===== src/include/pgm_consts.svh =====
// Purpose: constants for the pin function / general-purpose i/o mux
// Assumes: one 20 MHz clock, asynchronous active-low reset
// Notes: reset values and pin counts live here
`ifndef PGM_CONSTS_SVH
`define PGM_CONSTS_SVH
`define PGM_NPINS 16
`define PGM_SEL_RST 16'h0000
`define PGM_DOUT_RST 16'h0000
`define PGM_DBG_NPINS 4
`define PGM_DBG_ZERO 4'h0
`endif


===== src/include/pgm_pkg.sv =====
// Purpose: types for the pin mux
// Assumes: pgm_consts.svh
// Notes: pin groups carried as packed structs
`default_nettype none
`include "pgm_consts.svh"
package pgm_pkg;
  typedef struct packed {
    logic [`PGM_NPINS-1:0] dout;
    logic [`PGM_NPINS-1:0] oe;
  } pgm_pin_drive_t;
  typedef struct packed {
    logic [`PGM_DBG_NPINS-1:0] dout;
    logic [`PGM_DBG_NPINS-1:0] oe;
  } pgm_dbg_drive_t;
  typedef enum logic [1:0] {
    PGM_MODE_OFF = 2'b00,
    PGM_MODE_SCAN = 2'b01,
    PGM_MODE_DEBUG = 2'b10
  } pgm_mode_t;
endpackage
`default_nettype wire


===== src/verilog/pgm_mux.sv =====
// Purpose: pin function mux with general-purpose i/o, debug pin defaults
// Assumes: one clock i_ref_clk at 20 MHz, i_arst_n async active low
// Notes: no software bus; select and data arrive as plain inputs
`default_nettype none
`include "pgm_consts.svh"
module pgm_mux #(
  parameter int N = `PGM_NPINS
) (
  // clock and reset
  input wire logic i_ref_clk,
  input wire logic i_arst_n,
  // software-side control (register contents, written by a write strobe)
  input wire logic i_cfg_we,
  input wire logic [N-1:0] i_cfg_sel_gpio,
  input wire logic [N-1:0] i_cfg_gpio_dout,
  input wire logic [N-1:0] i_cfg_gpio_oe,
  output logic [N-1:0] o_gpio_din,
  // peripheral side
  input wire logic [N-1:0] i_per_dout,
  input wire logic [N-1:0] i_per_oe,
  output logic [N-1:0] o_per_din,
  // general pins
  input wire logic [N-1:0] i_pin,
  output pgm_pkg::pgm_pin_drive_t o_pin,
  // global three-state request
  input wire logic i_three_state_all_request,
  // debug and status pins
  input wire logic i_dbg_active,
  input wire logic [`PGM_DBG_NPINS-1:0] i_debug_capture_data,
  input wire logic [`PGM_DBG_NPINS-1:0] i_core_status_data,
  input wire logic [`PGM_DBG_NPINS-1:0] i_debug_capture_pins,
  input wire logic [`PGM_DBG_NPINS-1:0] i_core_status_pins,
  output pgm_pkg::pgm_dbg_drive_t o_debug_capture_pins,
  output pgm_pkg::pgm_dbg_drive_t o_core_status_pins,
  output logic [`PGM_DBG_NPINS-1:0] o_debug_capture_gpio_din,
  output logic [`PGM_DBG_NPINS-1:0] o_core_status_gpio_din,
  // shared scan/debug pins
  input wire pgm_pkg::pgm_mode_t i_mode,
  input wire logic i_scan_reset_debug_clock_pin,
  input wire logic i_scan_mode_breakpoint_pin,
  output logic o_scan_reset_n,
  output logic o_debug_serial_clock,
  output logic o_scan_mode_select,
  output logic o_breakpoint_request
);
  import pgm_pkg::*;

  // ---------------------------------------------
  // control state
  // ---------------------------------------------
  logic [N-1:0] sel_gpio;
  logic [N-1:0] gpio_dout;
  logic [N-1:0] gpio_oe;
  logic dbg_live;

  always_ff @(posedge i_ref_clk or negedge i_arst_n) begin
    if (!i_arst_n) begin
      sel_gpio <= `PGM_SEL_RST;
      gpio_dout <= `PGM_DOUT_RST;
      gpio_oe <= `PGM_SEL_RST;
    end else if (i_cfg_we) begin
      sel_gpio <= i_cfg_sel_gpio;
      gpio_dout <= i_cfg_gpio_dout;
      gpio_oe <= i_cfg_gpio_oe;
    end
  end

  // debug pins stay released until i_dbg_active is sampled high, and again whenever it is sampled low
  always_ff @(posedge i_ref_clk or negedge i_arst_n) begin
    if (!i_arst_n) begin
      dbg_live <= 1'b0;
    end else begin
      dbg_live <= i_dbg_active;
    end
  end

  // ---------------------------------------------
  // pin mux
  // ---------------------------------------------
  wire logic [N-1:0] next_dout;
  wire logic [N-1:0] next_oe;
  pgm_pin_cell #(.N(N)) u_cell (
    .i_sel_gpio(sel_gpio),
    .i_gpio_dout(gpio_dout),
    .i_three_state_all_request(i_three_state_all_request),
    .i_per_dout(i_per_dout),
    .i_per_oe(i_per_oe),
    .i_gpio_oe(gpio_oe),
    .o_dout(next_dout),
    .o_oe(next_oe)
  );

  wire logic dbg_drive;
  assign dbg_drive = dbg_live & ~i_three_state_all_request;
  wire logic is_scan;
  wire logic is_debug;
  assign is_scan = (i_mode == PGM_MODE_SCAN);
  assign is_debug = (i_mode == PGM_MODE_DEBUG);

  // ---------------------------------------------
  // registered outputs
  // ---------------------------------------------
  // registering costs one cycle of latency on every pin but keeps outputs glitch free
  always_ff @(posedge i_ref_clk or negedge i_arst_n) begin
    if (!i_arst_n) begin
      o_pin <= '0;
      o_gpio_din <= '0;
      o_per_din <= '0;
      o_debug_capture_pins <= '0;
      o_core_status_pins <= '0;
      o_debug_capture_gpio_din <= `PGM_DBG_ZERO;
      o_core_status_gpio_din <= `PGM_DBG_ZERO;
      o_scan_reset_n <= 1'b0;
      o_debug_serial_clock <= 1'b0;
      o_scan_mode_select <= 1'b0;
      o_breakpoint_request <= 1'b0;
    end else begin
      o_pin.dout <= next_dout;
      o_pin.oe <= next_oe;
      o_gpio_din <= i_pin;
      o_per_din <= i_pin;
      o_debug_capture_pins.dout <= i_debug_capture_data;
      o_debug_capture_pins.oe <= {`PGM_DBG_NPINS{dbg_drive}};
      o_core_status_pins.dout <= i_core_status_data;
      o_core_status_pins.oe <= {`PGM_DBG_NPINS{dbg_drive}};
      o_debug_capture_gpio_din <= i_debug_capture_pins;
      o_core_status_gpio_din <= i_core_status_pins;
      o_scan_reset_n <= is_scan ? i_scan_reset_debug_clock_pin : 1'b1;
      o_debug_serial_clock <= is_debug & i_scan_reset_debug_clock_pin;
      o_scan_mode_select <= is_scan & i_scan_mode_breakpoint_pin;
      o_breakpoint_request <= is_debug & i_scan_mode_breakpoint_pin;
    end
  end
endmodule // pgm_mux
`default_nettype wire


===== src/verilog/pgm_pin_cell.sv =====
// Purpose: one bank of muxed pins: select and drive
// Assumes: pins synchronous to the clock
// Notes: combinational, outputs registered by the top
`default_nettype none
`include "pgm_consts.svh"
module pgm_pin_cell #(
  parameter int N = `PGM_NPINS
) (
  // controls
  input wire logic [N-1:0] i_sel_gpio,
  input wire logic [N-1:0] i_gpio_dout,
  input wire logic i_three_state_all_request,
  // peripheral side
  input wire logic [N-1:0] i_per_dout,
  input wire logic [N-1:0] i_per_oe,
  // gpio direction
  input wire logic [N-1:0] i_gpio_oe,
  // result
  output logic [N-1:0] o_dout,
  output logic [N-1:0] o_oe
);
  wire logic [N-1:0] mux_dout;
  wire logic [N-1:0] mux_oe;
  assign mux_dout = (i_sel_gpio & i_gpio_dout) | (~i_sel_gpio & i_per_dout);
  assign mux_oe = (i_sel_gpio & i_gpio_oe) | (~i_sel_gpio & i_per_oe);
  assign o_dout = mux_dout;
  // global release wins over any selection
  assign o_oe = i_three_state_all_request ? '0 : mux_oe;
endmodule // pgm_pin_cell
`default_nettype wire

===== config.mk =====
export PLATFORM = sky130hd
export DESIGN_NAME = pgm_mux
export DESIGN_NICKNAME = d
export VERILOG_FILES = /design/src/include/pgm_pkg.sv /design/src/verilog/pgm_mux.sv /design/src/verilog/pgm_pin_cell.sv
export VERILOG_INCLUDE_DIRS = /design/src /design/src/include
export SDC_FILE = /design/constraint.sdc
export NUM_CORES = 1
export LEC_CHECK = 0
export BUFFER_PORTS_ARGS = -buffer_cell sky130_fd_sc_hd__buf_2
export CORE_ASPECT_RATIO = 1.2
export CORE_MARGIN = 2
export CORE_UTILIZATION = 41
export DETAILED_ROUTE_END_ITERATION = 8
export GPL_ROUTABILITY_DRIVEN = 0
export GPL_TIMING_DRIVEN = 0
export PLACE_DENSITY = 0.85
export SETUP_SLACK_MARGIN = 0.02
export SYNTH_ARGS = -nofsm -noshare
export SYNTH_HDL_FRONTEND = slang
export SYNTH_SLANG_ARGS = --single-unit

===== constraint.sdc =====
create_clock -name i_ref_clk -period 0.8 [get_ports i_ref_clk]
set_clock_uncertainty 0.05 [all_clocks]
set_input_delay 0.08 -clock i_ref_clk [delete_from_list [all_inputs] [get_ports i_ref_clk]]
set_output_delay 0.08 -clock i_ref_clk [all_outputs]
set_load 0.05 [all_outputs]

### After elaboration in Yosys (flattened, before gate mapping)

Index checks and enable logic that the tools add are counted.
W data, S select, Z words.

* bits in registers: 118
* output and inout port bits: 92
* input port bits: 121
* word-level logic and storage cells: 32

* eq/ne operators: 2
* muxes and demuxes: 2
* bitwise logic cells: 12

Operators by type and width (number)
* $and A16 B16 Y16: 4
* $or A16 B16 Y16: 2
* $mux W16: 1
* $not A16 Y16: 1
* $and A1 B1 Y1: 4
* $eq A2 B1 Y1 const B: 1
* $eq A2 B2 Y1 const B: 1
* $mux W1: 1
* $not A1 Y1: 1

### Logic depth before layout (Yosys ltp)

* depth after elaboration: 4
* gate-level depth with buffers: 3
* gate-level depth less buffers: 2

### Modules after synthesis

A second synthesis with hierarchy kept.

* cells, all modules: 249
* area, all modules: 4282.9 um^2

Modules (own cells, without submodules)
* pgm_mux: area each 3826.2 um^2, times used 1, cells each 199, sequential area each 2952.8 um^2
* pgm_pin_cell: area each 456.7 um^2, times used 1, cells each 50, sequential area each 0.0 um^2

### Worst setup path before layout

Ideal clock, no wire load.

* path type: reg2out
* from: reg o_core_status_pins[0] (netlist name)
* to: out o_core_status_pins[1] in the netlist's numbering
* arrival: 996 ps
* buffers on the path: 1
* cell stages (with the launch flop): 2
* data required time: 670 ps
* path slack: -326 ps
* cells stage by stage: dfrtp_1 -> buf_4

RTL lines
* end: declaration: line pgm_mux.sv:34 `output pgm_pkg::pgm_dbg_drive_t o_core_status_pins,`

No word-level cell between the ends.

==> flow_results.org <==
** Worst setup path
- Maximum fanout along the worst path :: 8
- Worst endpoint data arrival time :: around 1200 ps
- The number of buffers and inverters on the critical path is 2.
- Among the stages of the critical path, the cell type that occurs most often is sky130_fd_sc_hd__buf_6.
- Worst path max stage delay :: roughly 540 ps
- STA puts the critical path data required time at roughly 670 ps.
- The worst setup path is captured at a primary output.
- Critical-path cell with the highest stage delay :: sky130_fd_sc_hd__dfrtp_4
- The critical path goes through buf_6 -> buf_6.
- Startpoint Class :: register
- In this design, the largest share of critical-path delay is due to flip-flops.
- Type of the setup path with the least slack :: reg2out

** Global route
- The first global-routing pass estimated about 22 mm of wire.
- The number of global-route vias before repair came to about 4000.
- Number of antenna violations at the first check in global routing :: 1
- Across every metal layer, demand over resource in global routing totals about a quarter.
- Final global-route overflow total :: 0
- Entering global routing, the biggest net connects 72 pins.

** Synthesis
- The average instance in the mapped netlist occupies about 17 sq um.
- Yosys mapped the design onto 11 distinct sky130hd cell types.
- Post-Synthesis Cells :: 249
- Number of flip-flops and latches in the synthesized netlist :: between 100 and 150
- Synthesized netlist net count :: between 300 and 400
- Summing every instance area after synthesis gives around 0.0042 sq mm.
- Number of synthesis warnings :: 0
- After synthesis, flip-flops and latches occupy roughly 70% of the total area.

** Clock network
- The later pin in the worst-skew pair is clocked with a latency of approximately 400 ps.
- In this run the post-CTS setup repair buffer count came out at 0.
- Clock Sink Count :: roughly 120
- Clock H-tree levels :: 4
- TritonCTS built the clock tree.
- Clock-pin slew was measured on the worst setup and hold paths at approximately 60 ps.
- Number of buffers on the longest clock path :: 2
- The tree is rooted in a sky130_fd_sc_hd__clkbuf_16.
- In this run, CTS created clock tree buffers numbering 17.

** STA
- Final hold slack :: -357 ps
- The final count of hold timing violations came to 55.
- Max-slew headroom at the worst pin :: about 57%
- Final count of negative-setup-slack endpoints :: around 170
- Transition time of the tightest slew-check pin :: around 650 ps
- The max-slew violation count was 0.
- Maximum frequency from static timing analysis :: about 0.73 GHz
- In the final timing run, aggregate negative setup slack is -34340 ps.
- Setup repair after global routing could not meet its margin everywhere.
- Worst Slack Setup Final :: -562 ps
- Of the available clock period, the critical path in the final layout requires 170%.
- The smallest clock period supported by the final layout is computed as approximately 1400 ps.

** Route
- In this run the remaining antenna-violating nets after routing total 0.
- WL final :: about 14 mm
- In the routed design, unresolved DRC markers number 0.
- Router iterations before antenna repair :: 4
- The final route contains 3410 vias.
- Dividing the detail-routed wire length by the instance count gives a little under 20 um.
- In the routed layout, each cell is associated on average with a via count of 4.63.
- DR iter-0 viols :: 96

** Power
- Pleak :: between 4 and 5 nW
- Power comes to between 15 and 20 mW.
- The worst-case IR drop observed on VDD is between 1000 and 1500 uV.
- Dividing total power by cell area gives a power density of approximately 2300 mW/mm^2.

** Die
- The floorplan step set the die height to between 100 and 150 um.
- Total Die Area :: around 0.011 sq mm
- The initialized floorplan defines 40 standard-cell rows.
- Die X :: about 97 um
- Once the floorplan was initialized, standard cells occupied 42.1% of the core.
- Floorplan Core Area :: 0.0101 sq mm
- In this run the count of I/O pins placed on the die edge is 213.

** Placed design
- Buffers placed on the I/O ports in this run total 210.
- Detailed placement finished with a half-perimeter wire length of about 7.2 mm.
- Instance area at placement :: around 0.0057 sq mm
- Pre-CTS WS :: -184 ps

** Final layout
- Final nets :: about 720
- Fraction of final layout cells sized beyond drive strength 1 :: between 50 and 60%
- Compared with the post-synthesis result, the final layout area differs by 93.6%.
- Post-route standard cell area excluding fillers :: just over 0.008 sq mm

** Job
- Number of max-cap violations :: 0

** Worst hold path
- The tightest min-delay check is of the in2async type.

** Run status
- Status :: finished with violations
- Violations in the final reports :: negative hold slack, negative setup slack
==> cell families after synthesis <==
family | after synthesis | share of synthesized area [%]
DFF | 118 | 69.7
muxes | 80 | 22.6
buffers and inverters | 30 | 5.35
and+or+nand+nor | 21 | 2.39
==> cell usage after synthesis <==
cell	instances	area (sq um)
sky130_fd_sc_hd__mux2i_1	16	160
sky130_fd_sc_hd__mux2_4	20	300
sky130_fd_sc_hd__buf_6	3	33.8
sky130_fd_sc_hd__nor2b_1	1	6.26
sky130_fd_sc_hd__or3b_2	1	8.76
sky130_fd_sc_hd__buf_2	4	20.0
sky130_fd_sc_hd__and3b_1	3	26.3
sky130_fd_sc_hd__dfrtp_1	118	2950
sky130_fd_sc_hd__mux2_2	44	495
sky130_fd_sc_hd__nor2_1	16	60.1
sky130_fd_sc_hd__buf_4	23	173
==> layout by cell type, fill, tap and decap left out, drive strengths merged <==
master	count
bufinv	4
dfrtp	118
and3b	3
buf	241
diode	1
nor2	16
mux2i	16
clkinvlp	5
nor2b	1
or3b	1
mux2	64
clkinv	3
dlygate4sd3	118
clkbuf	20
==> through the flow <==
step           instances  util [%]
6_report             737      81.5
5_1_grt              737      81.5
4_1_cts              736      80.8
3_5_place_dp         586      56.9
3_3_place_gp         585      56.6
2_1_floorplan        249         -
==> final timing paths <==
check,cells past startpoint,end,from,slack (ps)
worst max register to register,1,o_pin[19],sel_gpio[3],-140
max in group asynchronous,2,o_per_din[11],i_arst_n,280
worst min-delay path,1,o_debug_capture_pins[7],i_arst_n,-360
worst min register to register,1,o_core_status_pins[0],dbg_live,430
worst max-delay path,2,o_debug_capture_pins[1],o_core_status_pins[0],-560
min in group i_ref_clk,2,gpio_oe[15],i_cfg_we,-70
==> cell type report <==
type / instances / area, sq um
multi-input cells: 101 / 1140
plain buffers: 30 / 390
diodes: 1 / 2.50
fillers: 491 / 1860
clock inverters: 12 / 176
well taps: 126 / 158
flip-flops and latches: 118 / 2980
clock buffers: 20 / 457
repair buffers: 329 / 2900
==> per-layer routing <==
metal	global-route usage (%)	share of wire, %	vias to the layer above
met1	27.0	35	1700
li1	-	-	1517
met4	9.58	2.4	0
met3	7.23	5.2	32
met5	0	0	-
met2	50.6	57	161
==> sequential cells by signal (all words and copies together) (netlist names), 4 cells and up <==
signal / count
o_debug_capture_gpio_din: 4
o_per_din: 16
gpio_oe: 16
o_pin: 32
o_core_status_pins: 5
sel_gpio: 16
o_core_status_gpio_din: 4
gpio_dout: 16
o_debug_capture_pins: 4
==> what timing repair did <==
item,in CTS,in global routing
setup endpoints to repair,172,174
pin swaps,0,2
endpoints found under the hold margin,165,66
hold buffers,118,4
resized for setup,187,20
==> where the power goes <==
group / switching, mW / internal, mW
logic: 1.97 / 1.95
registers: 0.413 / 6.50
clock network: 2.70 / 5.37
total: 5.09 / 13.8
(Power assumes the default switching activity.)
